==> src/vmexc_pkg.sv <==
package vmexc_pkg;

   // Bus geometry
   localparam int ADDR_W = 8;
   localparam int DATA_W = 32;

   // Core options
   localparam bit CORE_64 = 1'b1;
   localparam bit CAN_LOAD_PERF = 1'b1;
   localparam bit CAN_LOAD_PAT = 1'b1;
   localparam bit CAN_LOAD_EFER = 1'b1;

   // Host-state word indices (wide fields: low word even, high word odd)
   localparam int HS_SEL_CS = 0;
   localparam int HS_SEL_SS = 1;
   localparam int HS_SEL_DS = 2;
   localparam int HS_SEL_ES = 3;
   localparam int HS_SEL_FS = 4;
   localparam int HS_SEL_GS = 5;
   localparam int HS_SEL_TR = 6;
   localparam int HS_FC_CS = 7;
   localparam int HS_CR0 = 8;
   localparam int HS_CR3 = 10;
   localparam int HS_CR4 = 12;
   localparam int HS_SP = 14;
   localparam int HS_IP = 16;
   localparam int HS_BASE_FS = 18;
   localparam int HS_BASE_GS = 20;
   localparam int HS_BASE_TR = 22;
   localparam int HS_BASE_GDT = 24;
   localparam int HS_BASE_IDT = 26;
   localparam int HS_FC_SP = 28;
   localparam int HS_FC_IP = 30;
   localparam int HS_PERF = 32;
   localparam int HS_PAT = 34;
   localparam int HS_EFER = 36;
   localparam int HS_WORDS = 38;

   // Fixed-value components loaded after the host-state words
   localparam logic [5:0] LD_FIX_FLAGS = 6'h26;
   localparam logic [5:0] LD_FIX_DBGCTL = 6'h27;
   localparam logic [5:0] LD_LAST = 6'h27;
   localparam logic [31:0] FIX_FLAGS_VAL = 32'h00000002;
   localparam logic [31:0] FIX_DBGCTL_VAL = 32'h00000000;

   // Control register byte offsets
   localparam logic [7:0] OFF_PIN_CTL = 8'hA0;
   localparam logic [7:0] OFF_PROC_PRI = 8'hA4;
   localparam logic [7:0] OFF_PROC_SEC = 8'hA8;
   localparam logic [7:0] OFF_PIN_CAP_MUST1 = 8'hAC;
   localparam logic [7:0] OFF_PIN_CAP_MAY1 = 8'hB0;
   localparam logic [7:0] OFF_PIN_TRUE_MUST1 = 8'hB4;
   localparam logic [7:0] OFF_EXIT_CTL = 8'hB8;
   localparam logic [7:0] OFF_TIMER = 8'hBC;
   localparam logic [7:0] OFF_INTR_STATE = 8'hC0;
   localparam logic [7:0] OFF_STATUS = 8'hC4;
   localparam logic [7:0] OFF_CMD = 8'hC8;
   localparam logic [7:0] OFF_PIN_ACTIVE = 8'hCC;
   localparam logic [7:0] OFF_POSTED_VEC = 8'hD0;

   // Pin-event control bits
   localparam int PIN_EXT_EXIT = 0;
   localparam int PIN_NMI_EXIT = 3;
   localparam int PIN_VIRT_NMI = 5;
   localparam int PIN_TIMER = 6;
   localparam int PIN_POSTED = 7;
   localparam logic [31:0] PIN_RESET = 32'h00000016;
   localparam logic [31:0] PIN_MAY1 = 32'h000000FF;
   localparam logic [31:0] PIN_MUST1 = 32'h00000016;
   localparam logic [31:0] PIN_TRUE_MUST1 = 32'h00000000;

   // Exit control, status, command and interruptibility bits
   localparam int EXC_LOAD_PERF = 0;
   localparam int EXC_LOAD_PAT = 1;
   localparam int EXC_LOAD_EFER = 2;
   localparam logic [31:0] EXC_MAY1 = 32'h00000007;
   localparam int ST_IN_GUEST = 0;
   localparam int ST_ENTRY_FAIL = 1;
   localparam int CMD_ENTER = 0;
   localparam int INTR_NMI_BLOCK = 3;
   localparam logic [31:0] INTR_VALID = 32'h0000000F;
   localparam logic [7:0] NMI_DESCRIPTOR = 8'h02;

   // Exit reasons
   localparam logic [3:0] RSN_NONE = 4'h0;
   localparam logic [3:0] RSN_EXT_IRQ = 4'h1;
   localparam logic [3:0] RSN_NMI = 4'h2;
   localparam logic [3:0] RSN_TIMER = 4'h3;

   // Preemption timer tick: one decrement every 32 core cycles (TIMER_DIV_LAST + 1)
   localparam logic [4:0] TIMER_DIV_LAST = 5'h1F;

   function automatic logic [31:0] vmexc_hs_mask(input int idx);
      logic [31:0] m;
      m = 32'hFFFFFFFF;
      if (idx < HS_FC_CS) m = 32'h0000FFFF;
      else if (idx > HS_FC_CS && idx[0] && !CORE_64) m = 32'h00000000;
      if ((idx == HS_PERF || idx == HS_PERF + 1) && !CAN_LOAD_PERF) m = 32'h00000000;
      if ((idx == HS_PAT || idx == HS_PAT + 1) && !CAN_LOAD_PAT) m = 32'h00000000;
      if ((idx == HS_EFER || idx == HS_EFER + 1) && !CAN_LOAD_EFER) m = 32'h00000000;
      return m;
   endfunction : vmexc_hs_mask

endpackage : vmexc_pkg

==> src/vmexc_top.sv <==
// Overview of operation
// RULE_01: Every exit walks the host-state words out on the load port.
// RULE_02: Control-register fields zero, three, four are 64 bits, 32 on narrow cores.
// RULE_03: Seven 16-bit selectors held; no local descriptor table selector.
// RULE_04: Bases of two extra segments, task and both tables are 64 bits.
// RULE_05: Fast-call code segment 32 bits; fast-call stack and entry 64 bits.
// RULE_06: Performance-control field exists only if its exit load is allowed.
// RULE_07: Attribute-table and feature-enable fields exist only if loadable.
// RULE_08: Exits also load fixed values for components without fields.
// RULE_09: Asynchronous event handling follows one 32-bit pin-event vector.
// RULE_10: Bit 0 set makes external interrupts exit, else guest delivery.
// RULE_11: With external exiting, the interrupt-enable flag does not block.
// RULE_12: Bit 3 set makes NMIs exit, else deliver through descriptor 2.
// RULE_13: Bit 5 set: NMIs never blocked; state bit 3 marks virtual blocking.
// RULE_14: Bit 6 set makes the preemption timer count down in guest.
// RULE_15: Timer reaching zero raises an exit at once.
// RULE_16: Bit 7 set records notification-vector interrupts as posted requests.
// RULE_17: Entry fails when reserved pin-event bits hold wrong values.
// RULE_18: Bits 1, 2, 4 reset to 1; basic report demands them as 1.
// RULE_19: Software unaware of a default-1 bit writes it as 1.
// RULE_20: Primary and secondary 32-bit instruction-event vectors are held.
// RULE_21: NMI or SMI delivery blocks NMIs until return-from-interrupt.
// RULE_22: Pin-event vector is sampled at entry and held until exit.
//
// The implementer's own choices: the register offsets and the Avalon-MM slave port.
module vmexc_top
   import vmexc_pkg::*;
(
   input wire logic core_clk,
   input wire logic rst_b,
   input wire logic [ADDR_W-1:0] avs_address,
   input wire logic avs_read,
   input wire logic avs_write,
   input wire logic [DATA_W-1:0] avs_writedata,
   output logic [DATA_W-1:0] avs_readdata,
   output logic avs_waitrequest,
   input wire logic ext_irq_req,
   input wire logic [7:0] ext_irq_vector,
   input wire logic interrupt_enable_flag,
   input wire logic nmi_req,
   input wire logic smi_delivered,
   input wire logic return_from_interrupt,
   output logic ext_irq_ack,
   output logic irq_deliver,
   output logic nmi_deliver,
   output logic posted_record,
   output logic [7:0] deliver_vector,
   output logic exit_pulse,
   output logic [3:0] exit_reason,
   output logic host_load_valid,
   output logic [5:0] host_load_index,
   output logic [31:0] host_load_data,
   output logic in_guest,
   output logic entry_fail,
   output logic [31:0] proc_ctl_primary,
   output logic [31:0] proc_ctl_secondary
);

   typedef enum logic [1:0] {S_HOST, S_GUEST, S_LOAD} vmexc_state_t;

   logic rst_meta_reg;
   logic rst_sync_reg;
   logic wait_reg;
   logic [31:0] hs_mem [HS_WORDS];
   logic [31:0] hs_mask [HS_WORDS];
   logic [31:0] pin_reg;
   logic [31:0] pin_active_reg;
   logic [31:0] exc_reg;
   logic [31:0] timer_val_reg;
   logic [31:0] timer_reg;
   logic [4:0] div_reg;
   logic [31:0] intr_reg;
   logic [31:0] intr_next;
   logic [7:0] posted_vec_reg;
   logic nmi_pend_reg;
   logic fail_reg;
   vmexc_state_t state_reg;
   vmexc_state_t state_next;
   logic [5:0] load_cnt_reg;

   // Reset release through two flops
   always_ff @(posedge core_clk or negedge rst_b) begin
      if (!rst_b) begin
         rst_meta_reg <= 1'b0;
         rst_sync_reg <= 1'b0;
      end else begin
         rst_meta_reg <= 1'b1;
         rst_sync_reg <= rst_meta_reg;
      end
   end

   // Bus decode
   wire bus_req = avs_read | avs_write;
   wire wr_take = avs_write & ~wait_reg;
   wire rd_load = avs_read & wait_reg;
   wire [7:0] word_addr = {avs_address[7:2], 2'b00};
   wire [5:0] hs_idx = avs_address[7:2];
   wire hs_sel = (hs_idx < 6'(HS_WORDS));
   wire sel_pin = (word_addr == OFF_PIN_CTL);
   wire sel_pri = (word_addr == OFF_PROC_PRI);
   wire sel_sec = (word_addr == OFF_PROC_SEC);
   wire sel_exc = (word_addr == OFF_EXIT_CTL);
   wire sel_tmr = (word_addr == OFF_TIMER);
   wire sel_intr = (word_addr == OFF_INTR_STATE);
   wire sel_stat = (word_addr == OFF_STATUS);
   wire sel_cmd = (word_addr == OFF_CMD);
   wire sel_pvec = (word_addr == OFF_POSTED_VEC);
   wire host_wr = wr_take & (state_reg == S_HOST);

   // Answer one cycle after the request is seen
   always_ff @(posedge core_clk or negedge rst_sync_reg) begin
      if (!rst_sync_reg) wait_reg <= 1'b1;
      else wait_reg <= ~(bus_req & wait_reg);
   end

   // Host-state save area, one word per entry [RULE_02] [RULE_03] [RULE_04] [RULE_05]
   genvar gi;
   generate
      for (gi = 0; gi < HS_WORDS; gi++) begin : g_hs
         assign hs_mask[gi] = vmexc_hs_mask(gi); // [RULE_06] [RULE_07]
         always_ff @(posedge core_clk or negedge rst_sync_reg) begin
            if (!rst_sync_reg) hs_mem[gi] <= 32'h00000000;
            else if (wr_take && hs_idx == 6'(gi)) hs_mem[gi] <= avs_writedata & hs_mask[gi];
         end
      end
   endgenerate

   wire [31:0] hs_rd = hs_sel ? hs_mem[hs_idx] : 32'h00000000;
   wire [31:0] status_w = {30'h0, fail_reg, state_reg != S_HOST};
   wire [31:0] rd_word =
      hs_sel ? hs_rd :
      sel_pin ? pin_reg :
      sel_pri ? proc_ctl_primary :
      sel_sec ? proc_ctl_secondary :
      (word_addr == OFF_PIN_CAP_MUST1) ? PIN_MUST1 : // [RULE_18]
      (word_addr == OFF_PIN_CAP_MAY1) ? PIN_MAY1 :
      (word_addr == OFF_PIN_TRUE_MUST1) ? PIN_TRUE_MUST1 :
      sel_exc ? exc_reg :
      sel_tmr ? timer_val_reg :
      sel_intr ? intr_reg :
      sel_stat ? status_w :
      (word_addr == OFF_PIN_ACTIVE) ? pin_active_reg :
      sel_pvec ? {24'h0, posted_vec_reg} :
      32'h00000000;

   always_ff @(posedge core_clk or negedge rst_sync_reg) begin
      if (!rst_sync_reg) avs_readdata <= 32'h00000000;
      else if (rd_load) avs_readdata <= rd_word;
   end

   // Software-written controls
   always_ff @(posedge core_clk or negedge rst_sync_reg) begin
      if (!rst_sync_reg) begin
         pin_reg <= PIN_RESET; // [RULE_18] [RULE_09]
         proc_ctl_primary <= 32'h00000000; // [RULE_20]
         proc_ctl_secondary <= 32'h00000000;
         exc_reg <= 32'h00000000;
         timer_val_reg <= 32'h00000000;
         posted_vec_reg <= 8'h00;
      end else if (wr_take) begin
         if (sel_pin) pin_reg <= avs_writedata;
         if (sel_pri) proc_ctl_primary <= avs_writedata;
         if (sel_sec) proc_ctl_secondary <= avs_writedata;
         if (sel_exc) exc_reg <= avs_writedata & EXC_MAY1;
         if (sel_tmr) timer_val_reg <= avs_writedata;
         if (sel_pvec) posted_vec_reg <= avs_writedata[7:0];
      end
   end

   // Entry check against reserved settings [RULE_17]
   wire pin_ok = ((pin_reg & ~PIN_MAY1) == 32'h00000000)
                 && ((pin_reg & PIN_TRUE_MUST1) == PIN_TRUE_MUST1)
                 && ((intr_reg & ~INTR_VALID) == 32'h00000000);
   wire enter_req = host_wr & sel_cmd & avs_writedata[CMD_ENTER];
   wire enter_ok = enter_req & pin_ok;

   // Event decisions from the sampled copy
   wire guest = (state_reg == S_GUEST);
   wire ext_exit_en = pin_active_reg[PIN_EXT_EXIT];
   wire nmi_exit_en = pin_active_reg[PIN_NMI_EXIT];
   wire virt_nmi = pin_active_reg[PIN_VIRT_NMI];
   wire timer_en = pin_active_reg[PIN_TIMER];
   wire posted_en = pin_active_reg[PIN_POSTED];
   wire tick = (div_reg == TIMER_DIV_LAST);
   wire timer_zero = guest & timer_en & (timer_reg == 32'h00000000); // [RULE_15]
   wire nmi_blocked = intr_reg[INTR_NMI_BLOCK] & ~virt_nmi; // [RULE_13]
   wire nmi_take = guest & ~timer_zero & nmi_pend_reg & (nmi_exit_en | ~nmi_blocked);
   wire nmi_exit = nmi_take & nmi_exit_en; // [RULE_12]
   wire nmi_give = nmi_take & ~nmi_exit_en;
   wire irq_avail = guest & ~timer_zero & ~nmi_take & ext_irq_req & ~ext_irq_ack;
   wire irq_post = irq_avail & posted_en & (ext_irq_vector == posted_vec_reg); // [RULE_16]
   wire irq_exit = irq_avail & ~irq_post & ext_exit_en; // [RULE_10] [RULE_11]
   wire irq_give = irq_avail & ~irq_post & ~ext_exit_en & interrupt_enable_flag; // [RULE_10]
   wire do_exit = timer_zero | nmi_exit | irq_exit;
   wire [3:0] reason_w = timer_zero ? RSN_TIMER : nmi_exit ? RSN_NMI : RSN_EXT_IRQ;

   // Entry snapshot of the pin-event vector [RULE_22]
   always_ff @(posedge core_clk or negedge rst_sync_reg) begin
      if (!rst_sync_reg) pin_active_reg <= 32'h00000000;
      else if (enter_ok) pin_active_reg <= pin_reg;
   end

   // Preemption timer [RULE_14]
   always_ff @(posedge core_clk or negedge rst_sync_reg) begin
      if (!rst_sync_reg) begin
         div_reg <= 5'h00;
         timer_reg <= 32'h00000000;
      end else if (enter_ok) begin
         div_reg <= 5'h00;
         timer_reg <= timer_val_reg;
      end else if (guest && timer_en) begin
         div_reg <= div_reg + 5'h01;
         if (tick && timer_reg != 32'h00000000) timer_reg <= timer_reg - 32'h00000001;
      end
   end

   // Pending NMI; a new request wins over the take
   always_ff @(posedge core_clk or negedge rst_sync_reg) begin
      if (!rst_sync_reg) nmi_pend_reg <= 1'b0;
      else if (nmi_req) nmi_pend_reg <= 1'b1;
      else if (nmi_take) nmi_pend_reg <= 1'b0;
   end

   // Interruptibility state; hardware set beats clear and software write
   always_comb begin
      intr_next = intr_reg;
      if (host_wr && sel_intr) intr_next = avs_writedata;
      if (return_from_interrupt) intr_next[INTR_NMI_BLOCK] = 1'b0; // [RULE_21]
      if (nmi_give || smi_delivered) intr_next[INTR_NMI_BLOCK] = 1'b1; // [RULE_21] [RULE_13]
   end

   always_ff @(posedge core_clk or negedge rst_sync_reg) begin
      if (!rst_sync_reg) intr_reg <= 32'h00000000;
      else intr_reg <= intr_next;
   end

   // Entry failure flag, write 1 clears, set wins
   always_ff @(posedge core_clk or negedge rst_sync_reg) begin
      if (!rst_sync_reg) fail_reg <= 1'b0;
      else if (enter_req && !pin_ok) fail_reg <= 1'b1; // [RULE_17]
      else if (wr_take && sel_stat && avs_writedata[ST_ENTRY_FAIL]) fail_reg <= 1'b0;
   end

   // Sequencer
   always_comb begin
      state_next = state_reg;
      case (state_reg)
         S_HOST: if (enter_ok) state_next = S_GUEST;
         S_GUEST: if (do_exit) state_next = S_LOAD;
         S_LOAD: if (load_cnt_reg == LD_LAST) state_next = S_HOST;
         default: state_next = S_HOST;
      endcase
   end

   always_ff @(posedge core_clk or negedge rst_sync_reg) begin
      if (!rst_sync_reg) begin
         state_reg <= S_HOST;
         load_cnt_reg <= 6'h00;
      end else begin
         state_reg <= state_next;
         load_cnt_reg <= (state_reg == S_LOAD) ? load_cnt_reg + 6'h01 : 6'h00;
      end
   end

   // Host-state walk: field words, then fixed components
   wire load_hs = (load_cnt_reg < 6'(HS_WORDS));
   wire [31:0] load_mask = load_hs ? hs_mask[load_cnt_reg] : 32'hFFFFFFFF;
   wire perf_w = (load_cnt_reg[5:1] == 5'(HS_PERF / 2));
   wire pat_w = (load_cnt_reg[5:1] == 5'(HS_PAT / 2));
   wire efer_w = (load_cnt_reg[5:1] == 5'(HS_EFER / 2));
   wire load_gate = (load_mask != 32'h00000000)
                    && !(perf_w && !exc_reg[EXC_LOAD_PERF]) // [RULE_06]
                    && !(pat_w && !exc_reg[EXC_LOAD_PAT]) // [RULE_07]
                    && !(efer_w && !exc_reg[EXC_LOAD_EFER]);
   wire [31:0] load_word = load_hs ? hs_mem[load_cnt_reg] :
                           (load_cnt_reg == LD_FIX_FLAGS) ? FIX_FLAGS_VAL : // [RULE_08]
                           FIX_DBGCTL_VAL;

   always_ff @(posedge core_clk or negedge rst_sync_reg) begin
      if (!rst_sync_reg) begin
         host_load_valid <= 1'b0;
         host_load_index <= 6'h00;
         host_load_data <= 32'h00000000;
      end else begin
         host_load_valid <= (state_reg == S_LOAD) & load_gate; // [RULE_01]
         host_load_index <= load_cnt_reg;
         host_load_data <= load_word;
      end
   end

   // Event outputs
   always_ff @(posedge core_clk or negedge rst_sync_reg) begin
      if (!rst_sync_reg) begin
         ext_irq_ack <= 1'b0;
         irq_deliver <= 1'b0;
         nmi_deliver <= 1'b0;
         posted_record <= 1'b0;
         deliver_vector <= 8'h00;
         exit_pulse <= 1'b0;
         exit_reason <= RSN_NONE;
         in_guest <= 1'b0;
         entry_fail <= 1'b0;
      end else begin
         ext_irq_ack <= irq_exit | irq_give | irq_post;
         irq_deliver <= irq_give;
         nmi_deliver <= nmi_give; // [RULE_12]
         posted_record <= irq_post; // [RULE_16]
         if (nmi_give) deliver_vector <= NMI_DESCRIPTOR;
         else if (irq_give || irq_post) deliver_vector <= ext_irq_vector;
         exit_pulse <= do_exit;
         if (do_exit) exit_reason <= reason_w;
         in_guest <= (state_next == S_GUEST);
         entry_fail <= fail_reg;
      end
   end

   assign avs_waitrequest = wait_reg;

endmodule : vmexc_top

==> config.mk <==
export PLATFORM = sky130hd
export DESIGN_NAME = vmexc_top
export DESIGN_NICKNAME = d
export VERILOG_FILES = /design/src/vmexc_pkg.sv /design/src/vmexc_top.sv
export SDC_FILE = /design/constraint.sdc
export NUM_CORES = 2
export LEC_CHECK = 0
export ABC_CLOCK_PERIOD_IN_PS = 51100
export BUFFER_PORTS_ARGS = -buffer_cell sky130_fd_sc_hd__buf_2
export CORE_MARGIN = 2
export CORE_UTILIZATION = 45
export CTS_CLUSTER_DIAMETER = 60
export DETAILED_ROUTE_END_ITERATION = 10
export PLACE_DENSITY_LB_ADDON = 0.15
export SLEW_MARGIN = 15
export SYNTH_ARGS = -nofsm -noshare
export SYNTH_HDL_FRONTEND = slang
export SYNTH_SLANG_ARGS = --single-unit
export TNS_END_PERCENT = 1
==> constraint.sdc <==
create_clock -name core_clk -period 51.1 [get_ports core_clk]
set_input_delay 10.22 -clock core_clk [delete_from_list [all_inputs] [get_ports core_clk]]
set_output_delay 10.22 -clock core_clk [all_outputs]
set_load 0.01 [all_outputs]
==> key figures <==
Clock tree
  – Total clock sinks: 1445
  – CTS buffer count: 161
  – Clock Tree Buf Depth: 3
  – Clk_lat worst skew: 0.83 ns
  – CTS tree: built
  – CTS resizes: 0
  – Clk slew on worst S/H paths: 0.05 ns
  – # H-tree levels: 4
  – Clock root buffer master: clkbuf_16
  – CTS Hold Bufs: 0
  – Post CTS Setup Buffer Count: 0

Synth
  – Main synth FF type: dfrtp_1
  – Fraction of registers with async set/reset: 100%
  – Top cells by instance count after synthesis: dfrtp_1, mux2_2, mux4_2
  – Dominant cell by count in the synthesized netlist: dfrtp_1
  – Synth area leader: dfrtp_1
  – Distinct cells, synth: 80
  – Cell area after synthesis: 73800 um2
  – Top cells by area, synth: dfrtp_1, mux2_2, mux4_2
  – Flops & latches, synth: 1445
  – Cell count after synthesis: 5334
  – EDFF count, synth: 0
  – Synth top area share: 48.9%
  – Synth Warn #: 0
  – Sequential share of the synthesized area: 49.0%
  – Avg Synthesized Cell Area: 13.8 um2

Critical path
  – Most common cell on crit path: buf_4
  – Req. time, crit path: 51.76 ns
  – Endpoint class of the critical path: register
  – Worst Path Arrival: 14.36 ns
  – Critical path buffer and inverter count: 3
  – Crit-path max cell delay: 0.77 ns
  – Slowest CP cell: nor3_1
  – Startpoint Class: input pin
  – Cell Chain, Critical Path: buf_8 -> buf_4 -> buf_4 -> mux4_2 -> mux2_2 -> a221oi_1 -> a311oi_1 -> nor3_1 -> nor2_1
  – Crit Path Category: in2reg
  – Crit-path max FO: 54
  – Delay-heaviest family, CP: buffers and inverters

GRT
  – Grt ovf: 0
  – First-pass GRT wire length: 380000 um
  – GRT Total Usage: 31.4%
  – Largest net degree at the start of global routing: 154
  – Vias in the first global route: 50455
  – Initial antenna violation count: 20

Die
  – Die area: 167000 um2
  – Die width: 409 um
  – I/O pin count: 212
  – Die height: 409 um
  – Core region area: 163000 um2
  – Starting Density: 45.3%
  – Rows: 148

Final layout
  – Area growth from synthesis to layout: 11.7%
  – Post-route cell area: 82400 um2
  – Final-layout fill cell count: 13958
  – Most flop-heavy register: hs_mem
  – Max reg flops: 1104
  – Fraction of layout cells with a size suffix above 1: 44.7%
  – Nets: 5393
  – Non-filler instance count after layout: 7638

Drt
  – Total wire length: 263000 um
  – Vias/cell: 6.61
  – DR iter-0 viols: 5706
  – Drt first pass iters: 6
  – DRC: 0
  – Avg WL per Cell: 34.4 um
  – Routed Antenna Nets: 0
  – Via count: 50510

Power and ir drop
  – Max VDD drop: 0.0410 mV
  – Tot Pwr: 3.05 mW
  – Pwr Density: 37.0 nW/um2
  – P_leak: 37.1 nW

Timing
  – Endpoints failing hold: 0
  – RSZ-0062 raised after global routing: false
  – Final Cycle Share: 26.8%
  – Fin. max-slew vios: 0
  – Tmin final: 13.70 ns
  – Sum Neg Setup Slack: 0 ns
  – Skew final: 0.0335 ns
  – # setup viols final: 0
  – Worst-Margin Slew: 1.22 ns
  – Max Fclk: 0.0730 GHz
  – Worst rel slew slack: 18.7%

Placement
  – Hpwl dp: 157000 um
  – IO buf count: 207
  – Placed cells: 7340
  – Gpl congestion: 0.903
  – Area post-placement: 77000 um2

Hold path
  – HP Class: reg2reg

Flow run
  – Max-Cap Viols: 0

Run status
  – Status: finished clean
worst reg2reg max path, stage by stage (launching register included):
cell	delay (ns)
dfrtp_4	1.05
buf_4	0.82
buf_4	0.81
buf_4	0.83
buf_4	0.74
buf_4	0.68
through the flow:
step           util, %  setup slack [ns]  hold WS, ns
2_1_floorplan        -              7.84        0.331
3_3_place_gp      47.3             36.58        0.333
3_5_place_dp      47.3             36.58        0.342
4_1_cts           50.6             37.46        0.354
5_1_grt           50.6             37.26        0.367
6_report          50.6             37.40        0.354
path summary, 6_finish.rpt:
check | startpoint | endpoint | slack (ns) | cells after the start
hold / removal | rst_meta_reg | rst_sync_reg | 0.35 | 0
setup reg to reg | rst_sync_reg | hs_mem[282] | 46.18 | 5
setup / recovery | avs_address[2] | avs_readdata[22] | 37.40 | 9
hold reg to reg | rst_meta_reg | rst_sync_reg | 0.35 | 0
max in group asynchronous | rst_b | rst_sync_reg | 41.77 | 1
min in group asynchronous | rst_sync_reg | hs_mem[399] | 0.50 | 0
cell usage in the layout, fill, tap and decap left out, types with 12 or more instances in the layout:
cell	n
a211oi_1	50
a21oi_1	91
a221o_1	12
a221oi_1	18
a22oi_1	104
a31oi_1	21
and2_1	37
buf_2	203
buf_4	134
clkbuf_1	46
clkbuf_16	163
clkbuf_8	40
clkinv_2	19
dfrtp_1	1435
inv_1	12
mux2_2	1298
mux2i_1	294
mux4_2	448
nand2_1	206
nand2b_1	15
nand3_1	42
nand3_4	13
nand4_1	29
nor2_1	113
nor2b_1	17
nor3_1	33
nor3_2	12
nor4_1	29
o211ai_1	43
o21ai_0	154
o22ai_1	63
or3_1	13
xnor2_1	14
per-layer routing:
metal | up-vias | track usage [%] | wire, um
li1 | 20350 | - | -
met1 | 27285 | 44.7 | 112000
met2 | 2351 | 46.2 | 116000
met3 | 506 | 8.21 | 24300
met4 | 18 | 11.9 | 10700
met5 | - | 0 | 114
layout make-up:
class,count,area [um2],area share [%]
clock inverters,45,566,0.686
flip-flops and latches,1445,36200,43.9
multi-input cells,3358,35800,43.5
repair buffers,349,2250,2.74
well taps,2175,2720,3.30
clock buffers,249,4800,5.83
inverters,15,56.3,0.0683
diodes,2,5.00,0.00607
where the power goes:
part	internal, mW	switching [mW]
logic	0.247	0.286
clock network	0.698	0.492
registers	1.24	0.0852
total	2.19	0.864
kinds of logic (layout without fill, tap and decap cells):
| kind of cell | after synthesis | count (layout) | synth area share (%) |
|---|---|---|---|
| other | 2 | 5 | 0.0102 |
| adders and majority gates | 6 | 6 | 0.102 |
| AOI/OAI and AO/OA | 659 | 659 | 6.02 |
| buffers and inverters | 532 | 658 | 2.95 |
| DFF | 1445 | 1445 | 49.0 |
| and+or+nand+nor | 630 | 630 | 4.18 |
| xor gates and xnor gates | 20 | 20 | 0.237 |
| muxes | 2040 | 2040 | 37.5 |
(Power assumes the default switching activity.)
